[src/core/ies_defs.svh]
// constants for the interruption entry and serialization block
`ifndef IES_DEFS_SVH
`define IES_DEFS_SVH
`define IES_LW_ENTRY_BYTES 1024
`define IES_LW_ENTRY_INSNS 192
`define IES_HW_ENTRY_BYTES 256
`define IES_HW_ENTRY_INSNS 48
`define IES_LW_COUNT 20
`define IES_LW_LAST_OFS 16'h4c00
`define IES_HW_BASE_OFS 16'h5000
`define IES_DTLB_OFS 16'h0800
`define IES_VEC_W 7
`define IES_SLOT_W 2
`define IES_SLOT_MAX 2'h2
`define IES_COLLECTION_ENABLE 13
`define IES_EXTERNAL_INTERRUPT_ENABLE 14
`define IES_PSR_BN 44
`define IES_PSR_BE 2
`define IES_PSR_PP 3
`define IES_NESTED_INDICATOR 39
`endif

[src/core/ies_pkg.sv]
// types for the interruption entry and serialization block
package ies_pkg;
  typedef enum logic [1:0] {
    ies_kind_lightweight_t_ok,
    ies_kind_heavyweight,
    ies_kind_none
  } ies_kind_t;
  typedef enum logic {
    ies_st_idle,
    ies_st_deliver
  } ies_state_t;
endpackage

[src/core/ies_cr_if.sv]
// pending and live control register pair carried between modules
`timescale 1ns/10ps
interface ies_cr_if #(parameter int W = 64);
  logic [W-1:0] live;
  logic pending;
  logic wr_en;
  logic [W-1:0] wr_data;
  logic srlz;
  modport owner(input wr_en, input wr_data, input srlz, output live, output pending);
  modport user(output wr_en, output wr_data, output srlz, input live, input pending);
endinterface

[src/core/ies_entry.sv]
// interruption delivery, vector dispatch and return sequencing
// What this block does
// - control writes wait for serialization: explicit, delivery or return
// - delivery serializes all but two exempt resources
// - return serializes instruction and data streams
// - return writes win over earlier writes
// - lightweight entries are 1024 bytes, 192 instructions
// - heavyweight entries are 256 bytes, 48 instructions
// - first twenty vectors are lightweight, miss at 0x800
// - collection off or in-flight means nested
// - delivery selects bank 0, clears both enables
// - return restores status and resumes at saved pointer
// - delivery records interrupted slot number
// - nested delivery updates only status info, sets nested
`timescale 1ns/10ps
`include "ies_defs.svh"
module ies_entry #(
  parameter int W = 64
) (
  input wire logic clk,
  input wire logic rst_b,
  input wire logic [W-1:0] psr_in,
  input wire logic [W-1:0] ip_in,
  input wire logic [`IES_SLOT_W-1:0] slot_in,
  input wire logic [W-1:0] isr_in,
  input wire logic intr_req,
  input wire logic [`IES_VEC_W-1:0] intr_vector,
  input wire logic intr_data_nested,
  input wire logic rfi_req,
  input wire logic srlz_req,
  input wire logic base_wr,
  input wire logic [W-1:0] base_wr_data,
  input wire logic ctl_wr,
  input wire logic [W-1:0] ctl_wr_data,
  input wire logic coll_wr,
  input wire logic coll_wr_val,
  input wire logic iip_wr,
  input wire logic [W-1:0] iip_wr_data,
  input wire logic saved_status_copy_wr,
  input wire logic [W-1:0] saved_status_copy_wr_data,
  input wire logic handler_byte_order,
  input wire logic handler_priv_monitoring,
  output logic [W-1:0] psr_out,
  output logic [W-1:0] fetch_addr,
  output logic fetch_valid,
  output logic [W-1:0] saved_instruction_pointer,
  output logic [W-1:0] saved_status_copy,
  output logic [W-1:0] interruption_status_info,
  output logic nested_taken,
  output logic lightweight_entry,
  output logic [W-1:0] ctl_live,
  output logic ctl_pending,
  output logic collection_enable,
  output logic collection_pending,
  output logic [W-1:0] vector_table_base
);
  import ies_pkg::*;
  ies_cr_if #(.W(W)) ctl_cr();
  ies_state_t state_r;
  logic coll_r;
  logic coll_held_r;
  logic coll_pend_r;
  logic [W-1:0] base_r;
  logic [W-1:0] ctl_out_r;
  logic ctl_pend_out_r;
  logic deliver;
  logic nested;
  logic [15:0] vec_ofs;
  logic is_lw;

  ies_cr_slot #(.W(W)) u_ctl (.clk(clk), .rst_b(rst_b), .cr(ctl_cr));
  assign ctl_cr.wr_en = ctl_wr;
  assign ctl_cr.wr_data = ctl_wr_data;
  // both delivery and return flush the non-exempt pending state
  assign ctl_cr.srlz = srlz_req || deliver || rfi_req;
  assign deliver = intr_req && state_r == ies_st_idle;
  assign nested = !coll_r || coll_pend_r;

  // lightweight vectors step 1024 bytes, heavyweight 256 past the boundary
  always_comb begin
    is_lw = 32'(intr_vector) < `IES_LW_COUNT;
    if (is_lw) begin
      vec_ofs = 16'(32'(intr_vector) * `IES_LW_ENTRY_BYTES);
    end else begin
      vec_ofs = 16'(`IES_HW_BASE_OFS + (32'(intr_vector) - `IES_LW_COUNT) * `IES_HW_ENTRY_BYTES);
    end
  end

  always_ff @(posedge clk or negedge rst_b) begin
    if (!rst_b) begin
      state_r <= ies_st_idle;
    end else if (deliver) begin
      state_r <= ies_st_deliver;
    end else if (!intr_req) begin
      state_r <= ies_st_idle;
    end
  end

  // exempt: delivery drops an in-flight collection enable write and clears the enable
  always_ff @(posedge clk or negedge rst_b) begin
    if (!rst_b) begin
      coll_r <= 1'b0;
      coll_held_r <= 1'b0;
      coll_pend_r <= 1'b0;
    end else if (deliver) begin
      coll_r <= 1'b0;
      coll_pend_r <= 1'b0;
    end else if (rfi_req) begin
      coll_r <= saved_status_copy[`IES_COLLECTION_ENABLE];
      coll_pend_r <= 1'b0;
    end else if (coll_wr && coll_wr_val != (coll_pend_r ? coll_held_r : coll_r)) begin
      coll_held_r <= coll_wr_val;
      coll_pend_r <= 1'b1;
    end else if (srlz_req && coll_pend_r) begin
      coll_r <= coll_held_r;
      coll_pend_r <= 1'b0;
    end
  end

  // exempt: base change is not flushed by delivery; software guards it
  always_ff @(posedge clk or negedge rst_b) begin
    if (!rst_b) begin
      base_r <= '0;
    end else if (base_wr) begin
      base_r <= base_wr_data;
    end
  end

  always_ff @(posedge clk or negedge rst_b) begin
    if (!rst_b) begin
      saved_instruction_pointer <= '0;
      saved_status_copy <= '0;
    end else if (deliver && !nested) begin
      saved_instruction_pointer <= ip_in;
      saved_status_copy <= psr_in;
      saved_status_copy[`IES_SLOT_W-1:0] <= (slot_in > `IES_SLOT_MAX) ? `IES_SLOT_MAX : slot_in;
    end else begin
      if (iip_wr) begin
        saved_instruction_pointer <= iip_wr_data;
      end
      if (saved_status_copy_wr) begin
        saved_status_copy <= saved_status_copy_wr_data;
      end
    end
  end

  always_ff @(posedge clk or negedge rst_b) begin
    if (!rst_b) begin
      interruption_status_info <= '0;
      nested_taken <= 1'b0;
    end else if (deliver) begin
      interruption_status_info <= isr_in;
      interruption_status_info[`IES_NESTED_INDICATOR] <= nested && !intr_data_nested;
      nested_taken <= nested;
    end
  end

  always_ff @(posedge clk or negedge rst_b) begin
    if (!rst_b) begin
      psr_out <= '0;
      fetch_addr <= '0;
      fetch_valid <= 1'b0;
      lightweight_entry <= 1'b0;
    end else if (deliver) begin
      psr_out <= psr_in;
      psr_out[`IES_COLLECTION_ENABLE] <= 1'b0;
      psr_out[`IES_EXTERNAL_INTERRUPT_ENABLE] <= 1'b0;
      psr_out[`IES_PSR_BN] <= 1'b0;
      psr_out[`IES_SLOT_W-1:0] <= '0;
      psr_out[`IES_PSR_BE] <= handler_byte_order;
      psr_out[`IES_PSR_PP] <= handler_priv_monitoring;
      fetch_addr <= base_r + W'(vec_ofs);
      fetch_valid <= 1'b1;
      lightweight_entry <= is_lw;
    end else if (rfi_req) begin
      psr_out <= saved_status_copy;
      fetch_addr <= saved_instruction_pointer;
      fetch_valid <= 1'b1;
    end else begin
      fetch_valid <= 1'b0;
    end
  end

  always_ff @(posedge clk or negedge rst_b) begin
    if (!rst_b) begin
      ctl_out_r <= '0;
      ctl_pend_out_r <= 1'b0;
    end else begin
      ctl_out_r <= ctl_cr.live;
      ctl_pend_out_r <= ctl_cr.pending;
    end
  end
  assign ctl_live = ctl_out_r;
  assign ctl_pending = ctl_pend_out_r;
  assign collection_enable = coll_r;
  assign collection_pending = coll_pend_r;
  assign vector_table_base = base_r;

  a_entry_clears: assert property (@(posedge clk) disable iff (!rst_b)
    deliver |=> !psr_out[`IES_COLLECTION_ENABLE] && !psr_out[`IES_EXTERNAL_INTERRUPT_ENABLE] && !psr_out[`IES_PSR_BN] && fetch_valid)
    else $error("delivery left an enable or bank set");
  a_fetch_addr: assert property (@(posedge clk) disable iff (!rst_b)
    deliver |=> fetch_addr == $past(base_r) + W'($past(vec_ofs))) else $error("bad vector fetch address");
  a_lw_size: assert property (@(posedge clk) disable iff (!rst_b)
    (intr_vector == 7'h02) |-> vec_ofs == `IES_DTLB_OFS) else $error("miss vector not at 0x800");
  a_hw_size: assert property (@(posedge clk) disable iff (!rst_b)
    (intr_vector == 7'h15) |-> vec_ofs == `IES_HW_BASE_OFS + `IES_HW_ENTRY_BYTES) else $error("heavy entry size");
  a_nested_keep: assert property (@(posedge clk) disable iff (!rst_b)
    (deliver && nested) |=> $stable(saved_instruction_pointer) && $stable(saved_status_copy))
    else $error("nested delivery overwrote saved state");
  a_nested_flag: assert property (@(posedge clk) disable iff (!rst_b)
    (deliver && nested && !intr_data_nested) |=> interruption_status_info[`IES_NESTED_INDICATOR])
    else $error("nested indicator not set");
  a_rfi_restore: assert property (@(posedge clk) disable iff (!rst_b)
    (rfi_req && !deliver) |=> psr_out == $past(saved_status_copy) && fetch_addr == $past(saved_instruction_pointer))
    else $error("return did not restore state");
  a_rfi_flush: assert property (@(posedge clk) disable iff (!rst_b)
    (rfi_req && !ctl_wr) |=> !ctl_cr.pending) else $error("return left control write in-flight");
  a_deliver_flush: assert property (@(posedge clk) disable iff (!rst_b)
    (deliver && !ctl_wr) |=> ##1 !ctl_pending) else $error("delivery left control write in-flight");
  a_slot_saved: assert property (@(posedge clk) disable iff (!rst_b)
    (deliver && !nested && slot_in <= `IES_SLOT_MAX) |=> saved_status_copy[`IES_SLOT_W-1:0] == $past(slot_in))
    else $error("slot number not recorded");
endmodule

[src/core/ies_cr_slot.sv]
// one control register with in-flight hold until serialized
`timescale 1ns/10ps
module ies_cr_slot #(
  parameter int W = 64
) (
  input wire logic clk,
  input wire logic rst_b,
  ies_cr_if.owner cr
);
  logic [W-1:0] live_r;
  logic [W-1:0] held_r;
  logic pending_r;
  assign cr.live = live_r;
  assign cr.pending = pending_r;
  // a write of the same value is not in-flight
  always_ff @(posedge clk or negedge rst_b) begin
    if (!rst_b) begin
      held_r <= '0;
      pending_r <= 1'b0;
    end else if (cr.wr_en && cr.wr_data != (pending_r ? held_r : live_r)) begin
      held_r <= cr.wr_data;
      pending_r <= 1'b1;
    end else if (cr.srlz) begin
      pending_r <= 1'b0;
    end
  end
  always_ff @(posedge clk or negedge rst_b) begin
    if (!rst_b) begin
      live_r <= '0;
    end else if (cr.srlz && pending_r) begin
      live_r <= held_r;
    end
  end
  a_inflight_hold: assert property (@(posedge clk) disable iff (!rst_b)
    (pending_r && !cr.srlz) |=> $stable(live_r)) else $error("in-flight value took effect early");
endmodule

[config.mk]
export PLATFORM = sky130hd
export DESIGN_NAME = ies_entry
export DESIGN_NICKNAME = d
export VERILOG_FILES = /design/src/core/ies_pkg.sv /design/src/core/ies_cr_if.sv /design/src/core/ies_entry.sv /design/src/core/ies_cr_slot.sv
export VERILOG_INCLUDE_DIRS = /design/src /design/src/core
export SDC_FILE = /design/constraint.sdc
export NUM_CORES = 1
export LEC_CHECK = 0
export BUFFER_PORTS_ARGS = -buffer_cell sky130_fd_sc_hd__buf_2
export CAP_MARGIN = 20
export CORE_AREA = 2 2 359 361
export CTS_CLUSTER_SIZE = 12
export DETAILED_ROUTE_END_ITERATION = 10
export DIE_AREA = 0 0 361 363
export GPL_ROUTABILITY_DRIVEN = 0
export PLACE_DENSITY = 0.4
export SETUP_SLACK_MARGIN = 0.3
export SYNTH_ARGS = -nofsm -noshare
export SYNTH_HDL_FRONTEND = slang
export SYNTH_SLANG_ARGS = --single-unit
[constraint.sdc]
create_clock -name clk -period 4.8 [get_ports clk]
set_clock_uncertainty 0.1 [all_clocks]
set_input_delay 0.48 -clock clk [delete_from_list [all_inputs] [get_ports clk]]
set_output_delay 0.48 -clock clk [all_outputs]
set_load 0.02 [all_outputs]
==> summary.md, run 1 <==
| Metric | Value |
|---|---|
| Layout cells sized above 1 | around a third |
| Max FO, Critical Path | 11 |
| Clk_lat worst skew | 0.67 ns |
| PD cells | slightly below 400 nW/µm² |
| Status | finished clean |
| Final Critical Period | 3.76 ns |
| RSZ-0062 raised after global routing | no |
| Worst ir drop on vdd | 0.225 mV |
| Crit share post-route | around four fifths |
| Clock slew at reported path FFs | ~0.060 ns |
| CP arrival | 4.24 ns |
| Post-Synth Simple-Gate Area | 10.1% |
| Final std cells w/o fill | about 5400 |
| CTS root buf | clkbuf_16 |
| Max_cap viols | 0 |
| Post-DP HPWL | 90.4 mm |
| DIE HEIGHT | ~360 µm |
| Max_slew headroom | 38.9% |
| Starting Density | 20.4% |
| DRC Markers | 0 |
| Sequential area share after synthesis | between 50% and 60% |
| Critical path class | in -> reg |
| Die area | 131000 µm² |
| CP startpoint kind | primary input |
| Antenna viol nets, final | 0 |
| Fillers | 13491 |
| Most frequent cells in the layout | buf_2, dfrtp_1, dlygate4sd3_1, nand2_1, mux2i_1 |
| Avg Inst Size Synth | 11.3 µm² |
| Pin count of the biggest net entering global routing | between 100 and 150 |
| Die W | between 300 and 400 µm |
| Setup TNS | 0 ns |
| Gr usage total | 17.8% |
| Largest area contributor in the netlist | dfrtp_1 |
| Synth Area in Compound Gates | 8.21% |
| DR iter-0 viols | 1238 |
| Async SR Flop Fraction | 100% |
| Drt total wl | around 120 mm |
| Largest family of logic cells by synthesized area | multiplexers |
| # setup viols final | 0 |
| Via density | 4.28 |
| Post-synth EDFFs | 0 |
| Final hold slack | between 0.06 and 0.07 ns |
| Final global-route overflow total | 0 |
| Drt first pass iters | 5 |
| Largest cells by area after synthesis | dfrtp_1, mux2i_1, nand2_1 |
| Unique cell type count in the Yosys netlist | 54 |
| Initial antenna violation count | 39 |
| HP Class | in -> reg |
| Crit. End Element | flop |
| Adder-Cell Fraction of Synth Area | 0.559% |
| Max Slew Vio Count | 0 |
| Net Count, Synth | approximately 2800 |
| Ports | 925 |
| Core area | between 100000 and 150000 µm² |
| Mux cell area share after synthesis | 18.4% |
| Placed insts | around 4800 |
| Postcts setup bufs | 0 |
| Rows | 131 |
| Crit path required time | 5.28 ns |
| Vias | around 23000 |
| Most used DFF post-synth | dfrtp_1 |
| Slew @ Worst Pin | 0.917 ns |
| First-pass GRT wire length | 171 mm |
| CTS Sinks | 585 |
| Synth warnings | 0 |
| CTS buffer count | 75 |
| Synth Area in XOR/XNOR | 3.71% |
| Post-Syn Area | 26000 µm² |
| Drt wl/cell | 22.4 µm |
| Leakage | 18.3 nW |
| H-tree depth | 3 |
| Area Growth Syn to Fin | 51.7% |
| Post-Syn Instances | 2300 |
| # port buffers | around 920 |
| CTS tree | yes |
| Most common cell after layout, fill and taps aside | buf_2 |
| Hold Vio Cnt, Final | 0 |
| Yosys top cell area share | 56.4% |
| Seq cells post-synth | a little under 600 |
| FMAX | around 270 MHz |
| Net count, final | 4119 |
| Vias in the first global route | 23500 |
| Max clock buf depth | 3 |
registers in the layout (all words and copies together), names as in the netlist, 64 cells and up:
name,cells
ctl_live,64
fetch_addr,64
interruption_status_info,64
psr_out,64
saved_instruction_pointer,64
saved_status_copy,64
u_ctl.cr.live,64
u_ctl.held_r,64
vector_table_base,64
worst paths after layout:
| check | cells past startpoint | start | slack (ns) | to |
|---|---|---|---|---|
| max | 17 | intr_vector[2] | 1.04 | fetch_addr[58]$_DFFE_PN0P_ |
| min | 3 | saved_status_copy_wr_data[35] | 0.07 | saved_status_copy[35]$_DFFE_PN0P_ |
| max reg2reg | 9 | u_ctl.cr.pending$_DFFE_PN0P_ | 1.19 | u_ctl.held_r[24]$_DFFE_PN0P_ |
| min reg2reg | 0 | u_ctl.cr.live[6]$_DFFE_PN0P_ | 0.29 | ctl_live[6]$_DFF_PN0_ |
| max in group asynchronous | 3 | rst_b | 2.97 | u_ctl.cr.pending$_DFFE_PN0P_ |
| min in group asynchronous | 2 | rst_b | 0.28 | saved_instruction_pointer[16]$_DFFE_PN0P_ |
cell families after synthesis:
kind of cell    count (synthesis)
simple gates                  603
buf+inv                       162
compound gates                375
mux                           454
xor+xnor                      110
fa+ha+maj                      11
flops                         585
power breakdown:
part	internal (mW)	switching, mW
clock network	3.28	2.39
logic	1.52	2.20
registers	5.65	0.633
worst max-delay path: stages:
cell	delay, ns
buf_2	0.14
inv_1	0.07
ha_1	0.23
inv_1	0.12
nand2_1	0.12
nand2_1	0.25
and2_1	0.20
ha_1	0.18
inv_1	0.06
fa_1	0.38
nor2b_1	0.15
o21ai_0	0.10
a21boi_0	0.40
o41ai_2	0.23
a2111oi_2	0.49
or3b_2	0.48
a31oi_1	0.17
cell usage after synthesis (all sizes together) (2+ instances only):
library cell,n
dfrtp,585
nand2,426
mux2i,270
o21ai,228
mux2,184
clkbuf,121
xnor2,65
a21oi,53
nor2b,53
a211oi,50
xor2,45
nor2,30
nand4,22
buf,21
inv,20
nor4,16
nand3,14
a31oi,11
ha,10
nor3,10
or3,9
a2111oi,6
and2,6
a21o,5
and3,4
and4,4
nand2b,4
o211ai,4
o2111ai,3
o21a,2
o22a,2
o31ai,2
o41ai,2
or2,2
repair_timing:
item	4_1_cts	5_1_grt
hold endpoints to repair	442	0
gates resized for setup	0	0
hold buffers	440	0
layer usage:
layer  vias up  wire, µm  track usage, %
met1     11460     49700            21.6
li1      10691         -               -
met3       156      8110            5.29
met5         -       125               0
met4        18      3070            4.90
met2       654     59100            30.7
through the flow:
step	utilization [%]	instance area [µm²]	worst slack (ns)	total power [mW]
after floorplan	-	26000	1.06	7.96
after global placement	25.6	32500	0.465	9.75
after detailed placement	25.6	32500	0.399	9.75
after CTS	31.0	39400	1.07	16.0
after global routing	31.0	39400	0.794	16.5
final	31.0	39400	1.04	15.7
area by class of cell:
class | instances | area [µm²] | area share (%)
sequential | 585 | 14600 | 37.2
clock inverter | 25 | 303 | 0.769
tap | 1662 | 2080 | 5.28
timing repair buffer | 1402 | 9450 | 24.0
antenna | 13 | 32.5 | 0.0826
clock buffer | 109 | 2130 | 5.42
multi-input combinational | 1553 | 10700 | 27.1
inverter | 20 | 75.1 | 0.191
No activity file was read; power rests on OpenSTA's default activity.
==> run 2: changes to the inputs <==
==> constraint.sdc (replaced) <==
create_clock -name clk -period 3.5 [get_ports clk]
set_clock_uncertainty 0.1 [all_clocks]
set_input_delay 0.35 -clock clk [delete_from_list [all_inputs] [get_ports clk]]
set_output_delay 0.35 -clock clk [all_outputs]
set_load 0.02 [all_outputs]
==> run 2 against run 1 <==
- total power is 38% higher
- die area stayed put
- combinational power grew 43%
- worst setup slack got worse by 0.56 ns
- count of clock-buffer cells in the layout decreased by 2
- critical path depth increased by 2
- design area is 2.2% higher
- worst hold slack improved by 0.033 ns
- sequential share of layout area fell by 0.78 points
- final cell count increased by 1.3%
==> summary.md, run 2 (synthesis gave the netlist of run 1 again) <==
| Metric | Value |
|---|---|
| Status | finished clean |
| Antenna viol nets, final | 0 (unchanged) |
| Crit. End Element | flop |
| RR Startpoint | u_ctl.cr.pending$_DFFE_PN0P_ |
| Net count, final | 4189 (+1.7%) |
| Final std cells w/o fill | 5441 (+1.3%) |
| Fillers | 13300 (-1.4%) |
| FMAX | around 330 MHz |
| Max Slew Vio Count | 0 (unchanged) |
| # port buffers | 921 (unchanged) |
| Initial antenna violation count | 29 (-26%) |
| Gr usage total | 18.2% (+0.39 points) |
| Sequential power share | 39.9% (-0.2 points) |
| Most common cell after layout, fill and taps aside | buf_2 |
| Slowest stage cell on the critical path | fa_1 |
| Max_cap viols | 0 (unchanged) |
| Final Critical Period | 3.02 ns |
| # setup viols final | 0 (unchanged) |
| Layout cells sized above 1 | 34.4% (+1.2 points) |
| Drt total wl | 124 mm (+3.0%) |
| Via density | 4.25 (-0.60%) |
| DRC Markers | 0 (unchanged) |
| Vias in the first global route | 24225 (+3.1%) |
| Pin count of the biggest net entering global routing | 176 (+24%) |
| Combinational Power Share | 24.6% (+0.8 points) |
| Worst slack at placement | -0.222 ns (-0.621 ns) |
| Slowest stage delay, CP | 0.37 ns (-0.12 ns) |
| Tot Pwr | 21.6 mW (+38%) |
| Crit path required time | 3.97 ns (-1.31 ns) |
| Die W | 361 µm (unchanged) |
| Starting Density | 20.4% (unchanged) |
| Reg-to-Reg End | u_ctl.held_r[18]$_DFFE_PN0P_ |
| RSZ-0062 raised after global routing | no |
| Drt wl/cell | 22.7 µm (+1.6%) |
| DR iter-0 viols | 1268 (+2.4%) |
| Clock slew at reported path FFs | 0.06 ns (about the same) |
| H-tree depth | 3 (unchanged) |
| Internal power | 14.4 mW (+38%) |
| Final global-route overflow total | 0 (unchanged) |
| CP startpoint | intr_vector[3] |
| Setup WS post-layout | 0.477 ns (-0.561 ns) |
| Final hold slack | 0.100 ns (+0.0327 ns) |
| Max clock buf depth | 3 (unchanged) |
| Rows | 131 (unchanged) |
| Vias | 23147 (+0.73%) |
| Net Sw Frac | 33.3% (-0.035 points) |
| Max FO, Critical Path | 11 (unchanged) |
| Leakage | 18.7 nW (+2.3%) |
| Core area | 127000 µm² (unchanged) |
| CTS root buf | clkbuf_16 |
| Hold Vio Cnt, Final | 0 (unchanged) |
| Critical Path, Cell by Cell | buf_2 -> inv_8 -> ha_4 -> inv_1 -> nand2_1 -> nand2_1 -> and2_1 -> ha_1 -> inv_1 -> fa_1 -> nor2b_1 -> o21ai_0 -> a21boi_2 -> o41a_1 -> buf_12 -> o2111ai_2 -> buf_4 -> or3_1 -> a31oi_1 |
| Most frequent cells in the layout | buf_2, dfrtp_1, dlygate4sd3_1, nand2_1, mux2i_1 |
| DIE HEIGHT | 363 µm (unchanged) |
| Area Growth Syn to Fin | 55.0% |
| NetSw | 7.21 mW (+38%) |
| Critical path class | in -> reg |
| Max_slew headroom | 38.9% (about the same) |
| Final Core Density | 31.7% (+0.67 points) |
| Crit share post-route | 86.4% |
| Reg2reg setup slack | 0.53 ns (-0.66 ns) |
| CP startpoint kind | primary input |
| Hold Path Depth | 3 (unchanged) |
| CTS Sinks | 585 (unchanged) |
| Slew @ Worst Pin | 0.916 ns (-0.000504 ns) |
| Ports | 925 (unchanged) |
| Power share of the clock group | 35.6% (-0.5 points) |
| Die area | 131000 µm² (unchanged) |
| Post-DP HPWL | 93.1 mm (+2.9%) |
| CTS buffer count | 74 (-1.3%) |
| R2R cell count | 10 (+1) |
| HP Class | in -> reg |
| Clk_lat worst skew | 0.65 ns (-0.02 ns) |
| CTS tree | yes |
| WHS Endpoint | saved_status_copy[22]$_DFFE_PN0P_ |
| Drt first pass iters | 5 (unchanged) |
| Hold_sp | saved_status_copy_wr_data[22] |
| PD cells | 538 nW/µm² (+35%) |
| CP arrival | 3.49 ns (-0.75 ns) |
| First-pass GRT wire length | 175 mm (+2.0%) |
| Worst ir drop on vdd | 0.305 mV (+36%) |
| Placed insts | 4832 (+1.0%) |
-- run 2: changes by cell type in the layout (fill, tap and decap cells not counted), moves of 3 or more --
cell and change:
buf_12 +12, buf_4 +43, diode_2 +6, dlygate4sd3_1 +13, nor4_1 -3, nor4_2 +3
-- run 2: cell type report --
class	instances	area [µm²]	area share, %
diodes	19	47.5	0.118
clock buffers	107	2130	5.29
clock inverters	22	289	0.718
inverters	20	87.6	0.218
multi-input cells	1553	10800	26.7
flip-flops and latches	585	14600	36.4
well taps	1662	2080	5.17
repair buffers	1473	10200	25.4
-- run 2: repair_timing --
item | CTS | global route
cloned | 0 | 2
buffers inserted | 0 | 6
pin swaps | 0 | 2
hold buffers | 453 | 0
resized for setup | 1 | 6
endpoints found under the setup margin | 9 | 74
endpoints found under the hold margin | 429 | 0
-- run 2: worst max-delay path: cells and delay by family --
family	cells	cell delay [ns]
AOI/OAI and AO/OA	5	0.89
and+or+nand+nor	5	0.84
buffers and inverters	6	0.71
adders and majority gates	3	0.70
-- run 2: worst max path at each step --
stage,endpoint,depth (start not counted)
5_1_grt,u_ctl.held_r[14]$_DFFE_PN0P_,10
3_3_place_gp,fetch_addr[59]$_DFFE_PN0P_,17
3_5_place_dp,fetch_addr[48]$_DFFE_PN0P_,17
4_1_cts,u_ctl.held_r[18]$_DFFE_PN0P_,9
6_report,fetch_addr[48]$_DFFE_PN0P_,19
2_1_floorplan,fetch_addr[48]$_DFFE_PN0P_,17
-- run 2: power by group through the flow --
| stage | clock network (mW) | registers, mW | logic, mW |
|---|---|---|---|
| 2_1_floorplan | 0 | 9.37 | 1.57 |
| 3_3_place_gp | 0 | 8.75 | 4.80 |
| 3_5_place_dp | 0 | 8.74 | 4.80 |
| 4_1_cts | 7.99 | 8.64 | 5.38 |
| 5_1_grt | 8.28 | 8.75 | 5.73 |
| 6_report | 7.70 | 8.63 | 5.32 |
-- run 2: metal layers --
metal	routed length (µm)	global-route usage, %
met2	58200	29.9
met1	51800	22.5
met4	4640	6.90
met5	79	0
met3	8850	5.45
-- run 2: through the flow --
stage | TNS [ns] | area [µm²]
after global routing | 0 | 40200
final | 0 | 40200
after global placement | -3.15 | 33100
after CTS | 0 | 40100
after detailed placement | -5.28 | 33100
after floorplan | 0 | 26100
==> run 3: changes to the inputs <==
--- a/config.mk
+++ b/config.mk
@@ -9,6 +9,7 @@
 export BUFFER_PORTS_ARGS = -buffer_cell sky130_fd_sc_hd__buf_2
 export CAP_MARGIN = 20
 export CORE_AREA = 2 2 359 361
+export CTS_BUF_LIST = sky130_fd_sc_hd__clkbuf_8
 export CTS_CLUSTER_SIZE = 12
 export DETAILED_ROUTE_END_ITERATION = 10
 export DIE_AREA = 0 0 361 363
==> run 3 against run 2 <==
- global-route usage grew 0.35 points
- design area grew 1.7%
- utilization grew 0.55 points
- maximum frequency is essentially flat
- critical path depth shrank 10
- die area is the same
- total power shrank 0.71%
- worst hold slack gained 0.012 ns
- flip-flop and latch count is the same
- critical path type is now reg -> reg
==> summary.md, run 3 (synthesis gave the netlist of run 1 again) <==
| Metric | Value |
|---|---|
| Status | finished clean |
| HP Class | in -> reg |
| CP arrival | 3.58 ns (+0.09 ns) |
| Slew @ Worst Pin | 0.898 ns (-0.0182 ns) |
| Max_cap viols | 0 (unchanged) |
| Setup TNS | 0 ns (unchanged) |
| Vias in the first global route | 24850 (+2.6%) |
| Final global-route overflow total | 0 (unchanged) |
| Rows | 131 (unchanged) |
| Critical Path, Cell by Cell | buf_16 -> buf_4 -> mux2i_1 -> xnor2_1 -> nor4_1 -> nand4_1 -> o31a_4 -> buf_12 -> mux2_1 |
| Vias | 23705 (+2.4%) |
| DIE HEIGHT | 363 µm (unchanged) |
| Final Core Density | 32.2% (+0.55 points) |
| Sequential power share | 40.2% (+0.3 points) |
| Drt wl/cell | 22.6 µm (-0.67%) |
| Max FO, Critical Path | 19 (+8) |
| Pin count of the biggest net entering global routing | 176 (unchanged) |
| CP delay by family, top | simple AND/OR/NAND/NOR gates |
| Net Sw Frac | 34.2% (+0.87 points) |
| Max Slew Vio Count | 0 (unchanged) |
| Max_slew headroom | 40.1% (+1.2 points) |
| Combinational Power Share | 25.2% (+0.6 points) |
| Antenna viol nets, final | 0 (unchanged) |
| RSZ-0062 raised after global routing | no |
| Drt total wl | 126 mm (+1.9%) |
| PD cells | 525 nW/µm² (-2.4%) |
| Uppermost routed layer | met5 |
| Power share of the clock group | 34.6% (-1.0 points) |
| Most common cell after layout, fill and taps aside | buf_2 |
| Ports | 925 (unchanged) |
| Area Growth Syn to Fin | 57.7% |
| Layout cells sized above 1 | 35.3% (+0.90 points) |
| Crit path required time | 4.06 ns (+0.09 ns) |
| CTS Sinks | 585 (unchanged) |
| Wl on met1 | 53.1 mm (+2.4%) |
| CTS tree | yes |
| CP startpoint kind | flop |
| Internal power | 14.1 mW (-2.0%) |
| Worst path bufs/invs | 3 (-3) |
| Leakage | 19.3 nW (+2.8%) |
| Max clock buf depth | 3 (unchanged) |
| # setup viols final | 0 (unchanged) |
| Net count, final | 4283 (+2.2%) |
| Core area | 127000 µm² (unchanged) |
| Starting Density | 20.4% (unchanged) |
| Most frequent cells in the layout | buf_2, dfrtp_1, dlygate4sd3_1, nand2_1, mux2i_1 |
| CTS buffer count | 114 (+54%) |
| Crit. End Element | flop |
| Worst ir drop on vdd | 0.299 mV (-2.2%) |
| Crit share post-route | 86.4% (about the same) |
| Die area | 131000 µm² (unchanged) |
| Fillers | 13312 (+0.090%) |
| Initial antenna violation count | 29 (unchanged) |
| Clock slew at reported path FFs | 0.06 ns (about the same) |
| FMAX | 331 MHz (about the same) |
| Clk_lat worst skew | 0.84 ns (+0.19 ns) |
| DR iter-0 viols | 1237 (-2.4%) |
| Die W | 361 µm (unchanged) |
| NetSw | 7.35 mW (+1.9%) |
| Slowest stage cell on the critical path | dfrtp_4 |
| Critical path class | reg -> reg |
| Via density | 4.25 (-0.14%) |
| Area of the multi-input gates | 10800 µm² (+0.62%) |
| Metal3 WL | 8.39 mm (-5.2%) |
| Hold Vio Cnt, Final | 0 (unchanged) |
| # port buffers | 921 (unchanged) |
| Post-DP HPWL | 93.1 mm (unchanged) |
| Drt first pass iters | 6 (+1) |
| DRC Markers | 0 (unchanged) |
| CTS root buf | clkbuf_8 |
| First-pass GRT wire length | 178 mm (+1.8%) |
| Final Critical Period | 3.02 ns (-0.000911 ns) |
| Gr usage total | 18.6% (+0.35 points) |
| Slowest stage delay, CP | 0.56 ns (+0.19 ns) |
| Detail Route met2 WL | 59.3 mm (+1.9%) |
| Sequential standard cell area | 14600 µm² (unchanged) |
| H-tree depth | 3 (unchanged) |
-- run 3: changes by cell type in the layout (fill, tap and decap cells not counted), moves of 4 or more --
cell	before	now
buf_4	79	83
clkbuf_1	19	0
clkbuf_16	77	2
clkbuf_8	14	149
clkinv_2	10	15
dlygate4sd3_1	453	496
inv_1	18	55
-- run 3: metrics by stage --
stage	cells	setup slack [ns]	instance area, µm²	power [mW]	hold WS (ns)
2_1_floorplan	2300	0.301	26100	10.9	-0.0456
3_3_place_gp	4832	-0.163	33100	13.5	0.276
3_5_place_dp	4832	-0.222	33100	13.5	0.280
4_1_cts	5543	0.303	40600	21.8	0.00256
5_1_grt	5574	0.344	40900	22.6	0.0986
6_report	5580	0.478	40900	21.5	0.113
-- run 3: timing repair --
item	CTS	global route
resized for setup	2	20
pin swaps	0	7
endpoints found under the setup margin	14	103
gates cloned	1	3
buffers inserted	0	13
endpoints found under the hold margin	864	0
hold buffers	498	0
-- run 3: layout make-up --
class	count	area share, %
diodes	21	0.128
clock buffers	148	4.98
clock inverters	64	1.05
inverters	20	0.214
multi-input cells	1553	26.4
flip-flops and latches	585	35.8
well taps	1662	5.08
repair buffers	1527	26.4
-- run 3: path summary, 6_finish.rpt --
check	start	endpoint	slack [ns]	cells past startpoint
worst min register to register	u_ctl.cr.live[14]$_DFFE_PN0P_	ctl_live[14]$_DFF_PN0_	0.25	0
worst min-delay path	intr_vector[1]	fetch_addr[9]$_DFFE_PN0P_	0.11	4
worst max register to register	u_ctl.cr.pending$_DFFE_PN0P_	u_ctl.held_r[18]$_DFFE_PN0P_	0.48	9
worst max-delay path	u_ctl.cr.pending$_DFFE_PN0P_	u_ctl.held_r[18]$_DFFE_PN0P_	0.48	9
min in group asynchronous	rst_b	saved_status_copy[44]$_DFFE_PN0P_	0.51	3
max in group asynchronous	rst_b	u_ctl.held_r[30]$_DFFE_PN0P_	1.90	5
-- run 3: tightest hold or removal path: cells and delay by family --
| kind | cells | cell delay [ns] |
|---|---|---|
| fa+ha+maj | 1 | 0.33 |
| compound gates | 1 | 0.10 |
| simple gates | 1 | 0.11 |
| buf+inv | 1 | 0.11 |
-- run 3: power by group through the flow --
stage                     combinational, mW  clock, mW  sequential, mW
final                                  5.42       7.43            8.64
after global routing                   5.83       8.01            8.75
after CTS                              5.46       7.74            8.64
after detailed placement               4.80          0            8.74
after global placement                 4.80          0            8.75
after floorplan                        1.57          0            9.37
-- run 3: per-layer routing --
| metal | vias up | global-route usage [%] |
|---|---|---|
| met1 | 11668 | 22.7 |
| met2 | 773 | 30.6 |
| met3 | 222 | 5.28 |
| met4 | 6 | 7.83 |
| li1 | 11036 | - |
| met5 | - | 0 |
